File: src/rtl/csd_pkg.sv
package csd_pkg;

  // APB register byte offsets.
  localparam logic [7:0] OFF_CTRL   = 8'h00;
  localparam logic [7:0] OFF_OPCODE = 8'h04;
  localparam logic [7:0] OFF_FLAG   = 8'h08;
  localparam logic [7:0] OFF_HLO    = 8'h0C;
  localparam logic [7:0] OFF_HHI    = 8'h10;
  localparam logic [7:0] OFF_FLEN   = 8'h14;
  localparam logic [7:0] OFF_VLEN   = 8'h18;
  localparam logic [7:0] OFF_GO     = 8'h1C;
  localparam logic [7:0] OFF_STAT   = 8'h20;
  localparam logic [7:0] OFF_RSTAT  = 8'h24;
  localparam logic [7:0] OFF_RHLO   = 8'h28;
  localparam logic [7:0] OFF_RHHI   = 8'h2C;
  localparam logic [5:0] FIX_WBASE  = 6'h10;
  localparam int         FIX_WORDS  = 14;

  // Field positions and reset values.
  localparam int          CTRL_REV1_BIT = 0;
  localparam int          CTRL_SL_LSB   = 1;
  localparam int          SL_BITS       = 5;
  localparam int          STAT_BUSY_BIT = 0;
  localparam int          STAT_DONE_BIT = 1;
  localparam logic [31:0] CTRL_RESET    = 32'h0000_0000;
  localparam logic [31:0] SESSION_FLAG  = 32'h0000_0001;

  // Operation status codes.
  localparam logic [7:0] STATUS_OK           = 8'h00;
  localparam logic [7:0] STATUS_ERR          = 8'h01;
  localparam logic [7:0] STATUS_AUTH_FAILURE = 8'h02;
  localparam logic [7:0] STATUS_UNSUPPORTED  = 8'h03;
  localparam logic [7:0] STATUS_BAD_SESSION  = 8'h04;
  localparam logic [7:0] STATUS_NO_FREE_SLOT = 8'h05;

  // Services and sub-operations, opcode = service * 256 + sub-operation.
  localparam logic [7:0] SVC_CIPHER = 8'h00;
  localparam logic [7:0] SVC_HASH   = 8'h01;
  localparam logic [7:0] SVC_MAC    = 8'h02;
  localparam logic [7:0] SVC_AEAD   = 8'h03;
  localparam logic [7:0] SUB_DATA0  = 8'h00;
  localparam logic [7:0] SUB_DATA1  = 8'h01;
  localparam logic [7:0] SUB_CREATE = 8'h02;
  localparam logic [7:0] SUB_DESTROY = 8'h03;

  // Parameter-area encodings.
  localparam logic [31:0] DIRECTION_ENCRYPT = 32'h0000_0001;
  localparam logic [31:0] DIRECTION_DECRYPT = 32'h0000_0002;
  localparam logic [31:0] SEL_CIPHER        = 32'h0000_0001;
  localparam logic [31:0] SEL_CHAIN         = 32'h0000_0002;
  localparam logic [31:0] ORDER_HASH_FIRST  = 32'h0000_0001;
  localparam logic [31:0] ORDER_CIPHER_FIRST = 32'h0000_0002;
  localparam logic [31:0] HMODE_PLAIN       = 32'h0000_0001;
  localparam logic [31:0] HMODE_AUTH        = 32'h0000_0002;
  localparam logic [31:0] HMODE_NESTED      = 32'h0000_0003;
  localparam logic [31:0] ALGO_NONE         = 32'h0000_0000;

  // Fixed-area lengths in bytes.
  localparam logic [31:0] FLF_LEGACY  = 32'h0000_0038;
  localparam logic [31:0] FLF_HASH    = 32'h0000_0008;
  localparam logic [31:0] FLF_MAC     = 32'h0000_0010;
  localparam logic [31:0] FLF_SYM     = 32'h0000_0038;
  localparam logic [31:0] FLF_AEAD    = 32'h0000_0018;
  localparam logic [31:0] FLF_DESTROY = 32'h0000_0008;

  // Session table.
  localparam int NSLOT  = 16;
  localparam int SLOT_W = 4;

  typedef enum logic [1:0] {OPK_CREATE, OPK_DESTROY, OPK_DATA, OPK_BAD} csd_kind_t;

  typedef struct packed {
    logic [31:0] opcode;
    logic [31:0] flag;
    logic [63:0] handle;
    logic [31:0] flf_len;
    logic [31:0] vlf_len;
  } csd_req_t;

  typedef struct packed {
    logic [7:0]  status;
    logic [63:0] handle;
  } csd_res_t;

endpackage

File: src/rtl/csd_decoder.sv
// Chosen here: the placing of the registers and the APB register port.
`timescale 1ns/1ps
module csd_decoder (
  // Clock and reset.
  input  wire logic        clock,
  input  wire logic        sys_rst,
  // APB slave.
  input  wire logic        psel,
  input  wire logic        penable,
  input  wire logic        pwrite,
  input  wire logic [7:0]  paddr,
  input  wire logic [31:0] pwdata,
  output logic      [31:0] prdata,
  output logic             pready,
  output logic             pslverr,
  // Verdict of the external tag check.
  input  wire logic        engine_auth_fail
);
  import csd_pkg::*;

  typedef enum logic {ST_IDLE, ST_EXEC} csd_state_t;

  logic [31:0]      ctrl_q, ctrl_d;
  csd_req_t         req_q, req_d;
  logic [31:0]      fix_q [FIX_WORDS];
  logic [31:0]      fix_d [FIX_WORDS];
  logic [31:0]      prdata_q, prdata_d;
  logic             pready_q, pready_d;
  logic             pslverr_q, pslverr_d;
  csd_state_t       state_q, state_d;
  csd_res_t         res_q, res_d;
  logic             done_q, done_d;
  logic [NSLOT-1:0] live_q, live_d;
  logic [7:0]       svc_q [NSLOT];
  logic [7:0]       svc_d [NSLOT];

  logic             acc;
  logic             wr;
  logic             go;
  logic             done_clr;
  logic             mapped;
  logic [5:0]       widx;
  logic [5:0]       fidx;
  logic             rev1;
  logic [SL_BITS-1:0] stateless;

  assign prdata    = prdata_q;
  assign pready    = pready_q;
  assign pslverr   = pslverr_q;
  assign acc       = psel && penable && pready_q;
  assign wr        = acc && pwrite && !pslverr_q;
  assign widx      = paddr[7:2];
  assign fidx      = widx - FIX_WBASE;
  assign rev1      = ctrl_q[CTRL_REV1_BIT];
  assign stateless = ctrl_q[CTRL_SL_LSB +: SL_BITS];
  assign go        = wr && (paddr == OFF_GO) && (state_q == ST_IDLE);
  assign done_clr  = wr && (paddr == OFF_STAT) && pwdata[STAT_DONE_BIT];

  function automatic csd_kind_t kind_of(input logic [31:0] op);
    csd_kind_t k;
    k = OPK_BAD;
    if (op[31:16] == 16'h0000 && op[15:8] <= SVC_AEAD) begin
      case (op[7:0])
        SUB_CREATE:  k = OPK_CREATE;
        SUB_DESTROY: k = OPK_DESTROY;
        SUB_DATA0:   k = OPK_DATA;
        SUB_DATA1:   k = (op[15:8] == SVC_CIPHER || op[15:8] == SVC_AEAD) ? OPK_DATA
                                                                          : OPK_BAD;
        default:     k = OPK_BAD;
      endcase
    end
    return k;
  endfunction

  function automatic logic dir_ok(input logic [31:0] d);
    return (d == DIRECTION_ENCRYPT) || (d == DIRECTION_DECRYPT);
  endfunction

  function automatic logic is_mapped(input logic [7:0] a);
    logic [5:0] w;
    w = a[7:2];
    return (a[1:0] == 2'b00) && ((a <= OFF_RHHI) ||
           ((w >= FIX_WBASE) && (w < FIX_WBASE + 6'(FIX_WORDS))));
  endfunction

  // APB slave: one wait state, then the answer.
  always_comb begin
    ctrl_d    = ctrl_q;
    req_d     = req_q;
    fix_d     = fix_q;
    mapped    = is_mapped(paddr);
    pready_d  = psel && penable && !pready_q;
    pslverr_d = psel && penable && !pready_q && !mapped;
    prdata_d  = prdata_q;
    if (psel && penable && !pready_q) begin
      prdata_d = 32'h0000_0000;
      if (!pwrite) begin
        case (paddr)
          OFF_CTRL:   prdata_d = ctrl_q;
          OFF_OPCODE: prdata_d = req_q.opcode;
          OFF_FLAG:   prdata_d = req_q.flag;
          OFF_HLO:    prdata_d = req_q.handle[31:0];
          OFF_HHI:    prdata_d = req_q.handle[63:32];
          OFF_FLEN:   prdata_d = req_q.flf_len;
          OFF_VLEN:   prdata_d = req_q.vlf_len;
          OFF_STAT:   prdata_d = {30'h0000_0000, done_q, state_q == ST_EXEC};
          OFF_RSTAT:  prdata_d = {24'h00_0000, res_q.status};
          OFF_RHLO:   prdata_d = res_q.handle[31:0];
          OFF_RHHI:   prdata_d = res_q.handle[63:32];
          default: begin
            if (mapped && paddr > OFF_RHHI) begin
              prdata_d = fix_q[fidx[3:0]];
            end
          end
        endcase
      end
    end
    if (wr && state_q == ST_IDLE) begin
      case (paddr)
        OFF_CTRL:   ctrl_d = {26'h000_0000, pwdata[5:0]};
        OFF_OPCODE: req_d.opcode = pwdata;
        OFF_FLAG:   req_d.flag = pwdata;
        OFF_HLO:    req_d.handle[31:0] = pwdata;
        OFF_HHI:    req_d.handle[63:32] = pwdata;
        OFF_FLEN:   req_d.flf_len = pwdata;
        OFF_VLEN:   req_d.vlf_len = pwdata;
        default: begin
          if (paddr > OFF_RHHI) begin
            fix_d[fidx[3:0]] = pwdata;
          end
        end
      endcase
    end
  end

  always_ff @(posedge clock) begin
    if (sys_rst) begin
      ctrl_q    <= CTRL_RESET;
      req_q     <= '0;
      prdata_q  <= 32'h0000_0000;
      pready_q  <= 1'b0;
      pslverr_q <= 1'b0;
    end else begin
      ctrl_q    <= ctrl_d;
      req_q     <= req_d;
      prdata_q  <= prdata_d;
      pready_q  <= pready_d;
      pslverr_q <= pslverr_d;
    end
  end

  genvar gi;
  generate
    for (gi = 0; gi < FIX_WORDS; gi++) begin : g_fix
      always_ff @(posedge clock) begin
        if (sys_rst) begin
          fix_q[gi] <= 32'h0000_0000;
        end else begin
          fix_q[gi] <= fix_d[gi];
        end
      end
    end
  endgenerate

  // Command execution.
  csd_kind_t        kind;
  logic [7:0]       svc;
  logic [31:0]      flf_need;
  logic [31:0]      auth_len;
  logic             bad;
  logic             unsup;
  logic             found;
  logic [SLOT_W-1:0] free_idx;
  logic             h_ok;
  logic [SLOT_W:0]  hm1;
  logic [SLOT_W-1:0] hidx;
  logic [7:0]       st;

  always_comb begin
    kind     = kind_of(req_q.opcode);
    svc      = req_q.opcode[15:8];
    found    = 1'b0;
    free_idx = '0;
    for (int i = NSLOT - 1; i >= 0; i--) begin
      if (!live_q[i]) begin
        found    = 1'b1;
        free_idx = SLOT_W'(i);
      end
    end
    hm1  = req_q.handle[SLOT_W:0] - (SLOT_W + 1)'(1);
    hidx = hm1[SLOT_W-1:0];
    h_ok = (req_q.handle[63:SLOT_W+1] == '0) && (req_q.handle[SLOT_W:0] != '0) &&
           (req_q.handle[SLOT_W:0] <= (SLOT_W + 1)'(NSLOT)) && live_q[hidx] &&
           (svc_q[hidx] == svc);
    bad      = 1'b0;
    unsup    = 1'b0;
    auth_len = 32'h0000_0000;
    flf_need = FLF_LEGACY;
    case (svc)
      SVC_HASH: begin
        if (rev1) flf_need = FLF_HASH;
        bad   = req_q.vlf_len != 32'h0000_0000;
        unsup = fix_q[0] == ALGO_NONE;
      end
      SVC_MAC: begin
        if (rev1) flf_need = FLF_MAC;
        bad   = req_q.vlf_len != fix_q[2];
        unsup = fix_q[0] == ALGO_NONE;
      end
      SVC_AEAD: begin
        if (rev1) flf_need = FLF_AEAD;
        bad   = (req_q.vlf_len != fix_q[1]) || !dir_ok(fix_q[4]);
        unsup = fix_q[0] == ALGO_NONE;
      end
      default: begin
        if (rev1) flf_need = FLF_SYM;
        if (fix_q[12] == SEL_CIPHER) begin
          bad   = (req_q.vlf_len != fix_q[1]) || !dir_ok(fix_q[2]);
          unsup = fix_q[0] == ALGO_NONE;
        end else if (fix_q[12] == SEL_CHAIN) begin
          if (fix_q[1] == HMODE_AUTH) auth_len = fix_q[8];
          bad = (fix_q[0] != ORDER_HASH_FIRST && fix_q[0] != ORDER_CIPHER_FIRST) ||
                !dir_ok(fix_q[4]) ||
                (req_q.vlf_len != fix_q[3] + auth_len);
          unsup = (fix_q[1] != HMODE_PLAIN && fix_q[1] != HMODE_AUTH &&
                   fix_q[1] != HMODE_NESTED) || fix_q[2] == ALGO_NONE ||
                  fix_q[6] == ALGO_NONE;
        end else begin
          unsup = 1'b1;
        end
      end
    endcase
  end

  always_comb begin
    state_d = state_q;
    res_d   = res_q;
    live_d  = live_q;
    svc_d   = svc_q;
    done_d  = done_q && !done_clr;
    st      = STATUS_ERR;
    case (state_q)
      ST_IDLE: begin
        if (go) state_d = ST_EXEC;
      end
      ST_EXEC: begin
        state_d = ST_IDLE;
        case (kind)
          OPK_CREATE: begin
            if (req_q.flf_len != flf_need) st = STATUS_ERR;
            else if (unsup) st = STATUS_UNSUPPORTED;
            else if (bad) st = STATUS_ERR;
            else if (!found) st = rev1 ? STATUS_NO_FREE_SLOT : STATUS_ERR;
            else st = STATUS_OK;
            res_d.handle = 64'h0000_0000_0000_0000;
            if (st == STATUS_OK) begin
              live_d[free_idx] = 1'b1;
              svc_d[free_idx]  = svc;
              res_d.handle     = 64'(free_idx) + 64'h0000_0000_0000_0001;
            end
          end
          OPK_DESTROY: begin
            res_d.handle = 64'h0000_0000_0000_0000;
            if (req_q.flf_len == (rev1 ? FLF_DESTROY : FLF_LEGACY) && h_ok &&
                req_q.vlf_len == 32'h0000_0000) begin
              st           = STATUS_OK;
              live_d[hidx] = 1'b0;
            end else begin
              st = STATUS_ERR;
            end
          end
          OPK_DATA: begin
            res_d.handle = 64'h0000_0000_0000_0000;
            if (rev1 && req_q.flag != SESSION_FLAG) begin
              if (!stateless[svc[2:0]]) st = STATUS_ERR;
              else st = STATUS_OK;
            end else if (!h_ok) begin
              st = STATUS_BAD_SESSION;
            end else begin
              st = STATUS_OK;
            end
            if (st == STATUS_OK && svc == SVC_AEAD && req_q.opcode[7:0] == SUB_DATA1 &&
                engine_auth_fail) begin
              st = STATUS_AUTH_FAILURE;
            end
          end
          default: begin
            st           = STATUS_UNSUPPORTED;
            res_d.handle = 64'h0000_0000_0000_0000;
          end
        endcase
        res_d.status = st;
        done_d       = 1'b1;
      end
      default: state_d = ST_IDLE;
    endcase
  end

  always_ff @(posedge clock) begin
    if (sys_rst) begin
      state_q <= ST_IDLE;
      res_q   <= '0;
      done_q  <= 1'b0;
      live_q  <= '0;
    end else begin
      state_q <= state_d;
      res_q   <= res_d;
      done_q  <= done_d;
      live_q  <= live_d;
    end
  end

  generate
    for (gi = 0; gi < NSLOT; gi++) begin : g_svc
      always_ff @(posedge clock) begin
        if (sys_rst) begin
          svc_q[gi] <= 8'h00;
        end else begin
          svc_q[gi] <= svc_d[gi];
        end
      end
    end
  endgenerate

endmodule

File: config.mk
export PLATFORM = sky130hd
export DESIGN_NAME = csd_decoder
export DESIGN_NICKNAME = d
export VERILOG_FILES = /design/src/rtl/csd_pkg.sv /design/src/rtl/csd_decoder.sv
export SDC_FILE = /design/constraint.sdc
export NUM_CORES = 2
export LEC_CHECK = 0
export BUFFER_PORTS_ARGS = -buffer_cell sky130_fd_sc_hd__buf_2
export CAP_MARGIN = 20
export CORE_MARGIN = 10
export CORE_UTILIZATION = 63
export DETAILED_ROUTE_END_ITERATION = 6
export GPL_ROUTABILITY_DRIVEN = 0
export PLACE_DENSITY_LB_ADDON = 0.08
export SETUP_SLACK_MARGIN = 0.02
export SLEW_MARGIN = 10
export SYNTH_ARGS = -nofsm -noshare
export SYNTH_HDL_FRONTEND = slang
export SYNTH_SLANG_ARGS = --single-unit
export TNS_END_PERCENT = 30
File: constraint.sdc
create_clock -name clock -period 6.64 [get_ports clock]
set_input_delay 1.992 -clock clock [delete_from_list [all_inputs] [get_ports clock]]
set_output_delay 1.992 -clock clock [all_outputs]
set_load 0.1 [all_outputs]
* Yosys cells after proc, flatten, opt, wreduce, memory -nomap -nowiden
Cells that the tools add are included.
W data, S select, Z words.
** Storage, ports and cells
- Register bits after elaboration :: 898
- Input port bits :: 46
- Output and inout bits :: 34
- Word-level logic and storage cells :: 285
** Cells by class
- $add $sub $neg :: 4
- $lt $le $gt $ge :: 16
- Equal/unequal tests :: 40
- Multiplexer cells :: 95
- Bitwise logic cells :: 8
- Reduce and logical (&&, ||, !) cells :: 77
** Operators with widths (count)
- $bwmux W448 :: 1
- $pmux W32 S11 :: 1
- $mux W32 :: 9
- $bmux W32 S4 :: 1
- $bwmux W128 :: 1
- $demux W32 S4 :: 1
- $eq A32 B2 Y1 const B :: 4
- $logic_not A32 Y1 :: 4
- $ne A32 B32 Y1 :: 4
- $eq A32 B1 Y1 const B :: 3
- $ne A32 B1 Y1 const B :: 3
- $ne A32 B2 Y1 const B :: 3
- $pmux W32 S3 :: 1
- $mux W8 :: 9
- $mux W4 :: 16
- $mux W64 :: 1
- $logic_not A59 Y1 :: 1
- $logic_not A8 Y1 :: 5
- $logic_and A1 B1 Y1 :: 33
- $add A32 B32 Y32 :: 1
- $bmux W8 S4 :: 1
- $demux W8 S4 :: 1
- $eq A32 B32 Y1 :: 1
- $eq A8 B2 Y1 const B :: 4
- 53 further kinds :: 131

* Depth between registers and ports, before layout
- Depth in word-level cells :: 25
- Gate-level depth with buffers :: 18
- Gate-level depth less buffers :: 16

* Least setup slack after synthesis
No wires, ideal clock.
- Path type :: reg-to-reg
- Start :: reg fix_q[411] in the netlist's numbering
- End :: reg svc_q[34] in the netlist's numbering
- Library setup time :: 116 ps
- Arrival time :: 4877 ps
- Data required time :: 6524 ps
- Path slack :: 1647 ps
- Cell stages (with the launch flop) :: 18
- Path buffers :: 3
- Clock period less this slack :: 4993 ps
- Cell sequence :: dfxtp_1 > nor4_1 > nand4_1 > nor4_2 > clkbuf_1 > and2_1 > ha_1 > clkbuf_1 > nand4_1 > or4b_2 > a211oi_1 > mux2_2 > nor4_1 > nand4_1 > nor4_4 > buf_2 > o211ai_2 > and3_1
** Between the ends
- Word-level cells in the longest chain between the ends :: 18
- Elaborated cells on any way between the ends :: 31
- Classes of those cells :: add/sub: 1; eq/ne: 6; mux: 15; reduce/logical: 9
** RTL lines
- from (decl) :: RTL line csd_decoder.sv:25 : logic [31:0] fix_q [FIX_WORDS];
- from (signal, indexed assignment) :: RTL line csd_decoder.sv:159 : fix_q[gi] <= fix_d[gi];
- $eq A32 B2 Y1 :: RTL line csd_decoder.sv:221 : if (fix_q[1] == HMODE_AUTH) auth_len = fix_q[8];
- $mux W32 :: RTL line csd_decoder.sv:221
- $mux W32 :: RTL line csd_decoder.sv:220 : end else if (fix_q[12] == SEL_CHAIN) begin
- $mux W32 :: RTL line csd_decoder.sv:217 : if (fix_q[12] == SEL_CIPHER) begin
- $mux W32 :: RTL line csd_decoder.sv:199 : case (svc)
- $add A32 B32 Y32 :: RTL line csd_decoder.sv:224 : (req_q.vlf_len != fix_q[3] + auth_len);
- $ne A32 B32 Y1 :: RTL line csd_decoder.sv:224
- $logic_or A1 B1 Y1 :: RTL line csd_decoder.sv:223 : !dir_ok(fix_q[4]) ||
- [... 2 more ...]
- $pmux W1 S3 :: RTL line csd_decoder.sv:199
- $mux W3 :: RTL line csd_decoder.sv:252 : else if (bad) st = STATUS_ERR;
- $mux W3 * :: RTL line csd_decoder.sv:251 : else if (unsup) st = STATUS_UNSUPPORTED;
- $mux W3 * :: RTL line csd_decoder.sv:250 : if (req_q.flf_len != flf_need) st = STATUS_ERR;
- $mux W8 * :: RTL line csd_decoder.sv:248 : case (kind)
- $mux W8 * :: RTL line csd_decoder.sv:242 : case (state_q)
- $logic_not A8 Y1 * :: RTL line csd_decoder.sv:256 : if (st == STATUS_OK) begin
- $reduce_and A3 Y1 (no source line) *
- to (signal, indexed assignment) :: RTL line csd_decoder.sv:319 : svc_q[gi] <= svc_d[gi];
- to (decl) :: RTL line csd_decoder.sv:34 : logic [7:0] svc_q [NSLOT];
Mark *: on every way between the ends. The rest lies on a longest branch, timed or not. The select of a mux whose other input is x is not followed.
A chain may end at the register's enable or synchronous reset.

* Worst setup path in the final report
- Start :: reg fix_q[386] in the netlist's numbering
- End :: reg svc_q[21] in the netlist's numbering
Same word-level chain as after synthesis.

==> flow_results.org <==
** Run status
- Outcome :: finished with violations
- The checks that failed: design-rule violations.

** Timing
- For the pin with the worst max-slew slack, the measured transition is around 1.1 ns.
- Accumulated negative setup slack :: 0 ns
- The number of hold violations in the final report was 0.
- Setup repair after global routing missed its margin :: no
- Period utilization :: about 93%
- Timing would allow up to 161.6 MHz.
- Measured against its own limit, the worst slew margin works out to ~25%.
- Final max-slew violation count :: 0
- Final-report setup violation count :: 0
- The routed design could run at a clock period as short as between 6 and 7 ns.
- For the final database, setup skew stands at 0.02245 ns.

** Drt
- Average vias per placed instance :: 6.595
- The detailed router finished its first iteration with 5798 violations.
- Routed wire length per instance :: 24.25 µm
- In the final routing, the length of wire on met1 measures approximately 53000 µm.
- Detailed-route wire length :: between 100000 and 150000 µm
- The routed layout has around 37000 vias.
- The detail route stage leaves a number of antenna-violating nets equal to 0.
- After detailed routing, no signal wire sits above met5.
- The first detailed-routing pass ran for 7 iterations.
- DRC violations left :: 43
- Metal2 WL :: 57740 µm
- Detailed routing placed a total of around 18000 µm of wire on met3.

** Critical path
- Tracing the worst setup path back leads to its startpoint at fix_q[386].
- Startpoint-to-endpoint class of the critical path :: flip-flop to flip-flop
- Along the worst path, the maximum fanout reaches 20.
- In this run the register-to-register setup slack is around 0.45 ns.
- The number of cells on the worst reg-to-reg path is 16.
- The worst setup path is launched from a flip-flop.
- Startpoint of the most critical register-to-register path :: fix_q[386]
- The critical path ends at svc_q[21].
- Critical path data arrival time :: between 6 and 7 ns
- Worst Setup End Kind :: flip-flop
- Data required time of the worst path :: approximately 7 ns
- Capture instance of the worst register-to-register path :: svc_q[21]

** Place
- Buffers placed on the I/O ports in this run total a little under 80.
- Once detailed placement completed, the half-perimeter wirelength came to a little over 90000 µm.

** Final layout
- The net count of the finished layout is around 4700.
- Fraction of final layout cells with drive strength greater than 1 :: 11.21%
- Number of fill cells :: 5102
- From synthesis to final layout, the design area changed by 8.637%.

** Logic synthesis
- In this run, synthesis produced a sequential element count of around 830.
- The cell count after synthesis came out at between 4000 and 5000.
- Main flop type after synthesis :: sky130_fd_sc_hd__dfxtp_1
- Cell area after synthesis :: 39770 µm²
- During synthesis, Yosys emitted a total of 0 warnings.
- EDFF count, synth :: 0
- Mean area per synthesized cell :: just over 8 µm²
- Yosys attributes the largest share of cell area to sky130_fd_sc_hd__dfxtp_1 42%, sky130_fd_sc_hd__nand2_1 14%, sky130_fd_sc_hd__mux4_2 9.6%.
- The number of nets handed over by synthesis was roughly 4900.
- Sequential area share after synthesis :: approximately two fifths
- After synthesis, the largest area contributor takes up 41.98% of total cell area.
- Counting flops with an async set or reset pin after synthesis yields a share of 0%.
- After synthesis, the netlist uses 91 different library cells.
- Post-synth top area cell :: sky130_fd_sc_hd__dfxtp_1
- Most numerous cell in the Yosys netlist :: sky130_fd_sc_hd__nand2_1
- By count the netlist is led by 1461 x sky130_fd_sc_hd__nand2_1, 834 x sky130_fd_sc_hd__dfxtp_1, 731 x sky130_fd_sc_hd__a21oi_1.

** Floorplanning
- Number of top-level pins :: 80
- From bottom edge to top edge, the die measures 271.2 µm.
- Std-Cell Core Area :: 62740 µm²
- Die outline area :: 73570 µm²
- For this configuration, the core starts out at a cell density of between 60% and 70%.
- DIE WIDTH :: roughly 270 µm
- # rows :: between 90 and 100

** Power
- The completed layout was analyzed and its total power is approximately 0.01 W.
- Dividing total power by cell area gives a power density of approximately 240 nW/µm².
- Maximum ir drop on the vdd rail :: approximately 230 µV
- Leakage Power :: 14.74 nW

** Clocking
- Clock tree synthesis found a total of between 800 and 900 sinks.
- Clock-pin slew on the worst setup and hold paths :: 0.06 ns
- Number of gates resized after CTS :: 0
- H-tree depth :: 3
- The clock passes through at most 3 buffers.
- TritonCTS built the clock tree.
- For the worst-skew pair, the clock arrives at the later sink with an insertion delay of between 0.6 and 0.7 ns.
- The cell sitting at the root of the clock tree is a sky130_fd_sc_hd__clkbuf_16.
- Buffers added to address setup during post-CTS repair amount to 0.
- Number of CTS-inserted buffers :: 87
- Post-CTS Hold Fix Bufs :: 0

** Global route
- Global routing used around a third of the available tracks across all layers.
- Total gr overflow :: 0
- The number of global-route vias before repair is roughly 34000.
- Initial antenna violation count :: 8
- First-pass GRT wire length :: 203900 µm
- Entering global routing, the biggest net connects 199 pins.

** Worst hold path
- Worst min-delay path class :: flip-flop to flip-flop
- The worst hold path begins at fix_q[195].

** Job
- Max-Cap Viols :: 0
routing by layer:
metal	vias up	global-route usage [%]
li1	16470	-
met1	17300	47.83
met2	2334	52.28
met3	443	9.390
met4	10	13.36
met5	-	0
sequential cells by signal (all words and copies together), names as in the netlist:
signal   flops
state_q      1
live_q      16
svc_q      128
pready       1
pslverr      1
done_q       1
res_q        8
fix_q      448
ctrl_q       6
req_q      192
prdata      32
critical path, cell delays in order, from the launching register on:
cell and delay (ns):
sky130_fd_sc_hd__dfxtp_1 0.34, sky130_fd_sc_hd__nor4_1 0.41, sky130_fd_sc_hd__nand4_1 0.35, sky130_fd_sc_hd__nor4_4 0.63
sky130_fd_sc_hd__buf_4 0.32, sky130_fd_sc_hd__and2_1 0.15, sky130_fd_sc_hd__ha_1 0.30, sky130_fd_sc_hd__nand4_1 0.25
sky130_fd_sc_hd__or4b_2 0.68, sky130_fd_sc_hd__a211oi_1 0.26, sky130_fd_sc_hd__mux2_2 0.36, sky130_fd_sc_hd__nor4_1 0.30
sky130_fd_sc_hd__nand4_1 0.26, sky130_fd_sc_hd__nor4_4 0.32, sky130_fd_sc_hd__buf_4 0.33, sky130_fd_sc_hd__o211ai_1 0.44
sky130_fd_sc_hd__and3_1 0.36
metrics by stage:
stage / worst slack [ns] / hold WS (ns) / util [%] / area (µm²) / instances
after global placement: 0.7715 / 0.4364 / 64.26 / 40310 / 5383
after floorplan: 1.647 / 0.4241 / - / 39770 / 4810
after global routing: 0.06300 / 0.4651 / 68.85 / 43190 / 5541
after detailed placement: 0.6554 / 0.4427 / 64.26 / 40310 / 5383
final: 0.4508 / 0.4515 / 68.86 / 43200 / 5544
after CTS: 0.6138 / 0.4520 / 68.85 / 43190 / 5540
cells by family (layout without fill, tap and decap cells):
logic type / count (synthesis) / after routing / share of synthesized area (%)
compound gates: 1035 / 1035 / 15.48
xor+xnor: 118 / 118 / 2.599
fa+ha+maj: 40 / 40 / 1.277
buf+inv: 447 / 331 / 4.326
flops: 834 / 834 / 41.98
mux: 243 / 243 / 11.49
other cells: 0 / 4 / 0
simple gates: 2093 / 2093 / 22.84
cells in the final DEF, fill, tap and decap left out, types with 13 or more instances in the layout:
master,n
sky130_fd_sc_hd__xnor2_1,102
sky130_fd_sc_hd__nor4_1,101
sky130_fd_sc_hd__clkbuf_1,16
sky130_fd_sc_hd__clkbuf_16,87
sky130_fd_sc_hd__a222oi_1,55
sky130_fd_sc_hd__nand3_1,40
sky130_fd_sc_hd__buf_2,76
sky130_fd_sc_hd__buf_4,69
sky130_fd_sc_hd__xor2_1,16
sky130_fd_sc_hd__clkbuf_8,18
sky130_fd_sc_hd__a22oi_1,18
sky130_fd_sc_hd__o211ai_1,26
sky130_fd_sc_hd__o21ai_0,43
sky130_fd_sc_hd__dfxtp_1,833
sky130_fd_sc_hd__nand2_1,1461
sky130_fd_sc_hd__inv_1,21
sky130_fd_sc_hd__and3_1,100
sky130_fd_sc_hd__a21oi_1,731
sky130_fd_sc_hd__mux4_2,169
sky130_fd_sc_hd__nand4_1,67
sky130_fd_sc_hd__and2_1,49
sky130_fd_sc_hd__ha_1,39
sky130_fd_sc_hd__a311oi_1,28
sky130_fd_sc_hd__nor2_1,146
sky130_fd_sc_hd__o21a_1,13
sky130_fd_sc_hd__mux2i_1,67
sky130_fd_sc_hd__nor2b_1,16
sky130_fd_sc_hd__clkinv_2,19
sky130_fd_sc_hd__nor3_1,24
report_power, final:
part           internal (W)  leakage, nW  switching [W]  total, W
sequential          0.00500         6.71     0.00000225   0.00501
combinational     0.0000661         6.60       0.000275  0.000342
clock               0.00285         1.43        0.00209   0.00494
worst min path at each step:
stage                 endpoint  slack [ns]  cells after the start
finish              fix_q[195]        0.45                      2
global route        fix_q[192]        0.47                      2
CTS                 fix_q[194]        0.45                      2
detailed placement   svc_q[54]        0.44                      1
global placement     svc_q[50]        0.44                      1
floorplan            svc_q[50]        0.42                      1
final cells by class:
type,instances,area [µm²],area share (%)
Antenna cell,4,10.01,0.02317
Clock buffer,120,2471,5.720
Clock inverter,37,407.9,0.9442
Inverter,22,82.58,0.1911
Multi-Input combinational cell,3529,21450,49.64
Sequential cell,834,16700,38.65
Tap cell,846,1059,2.450
Timing Repair Buffer,152,1027,2.378
(Power assumes the default switching activity.)
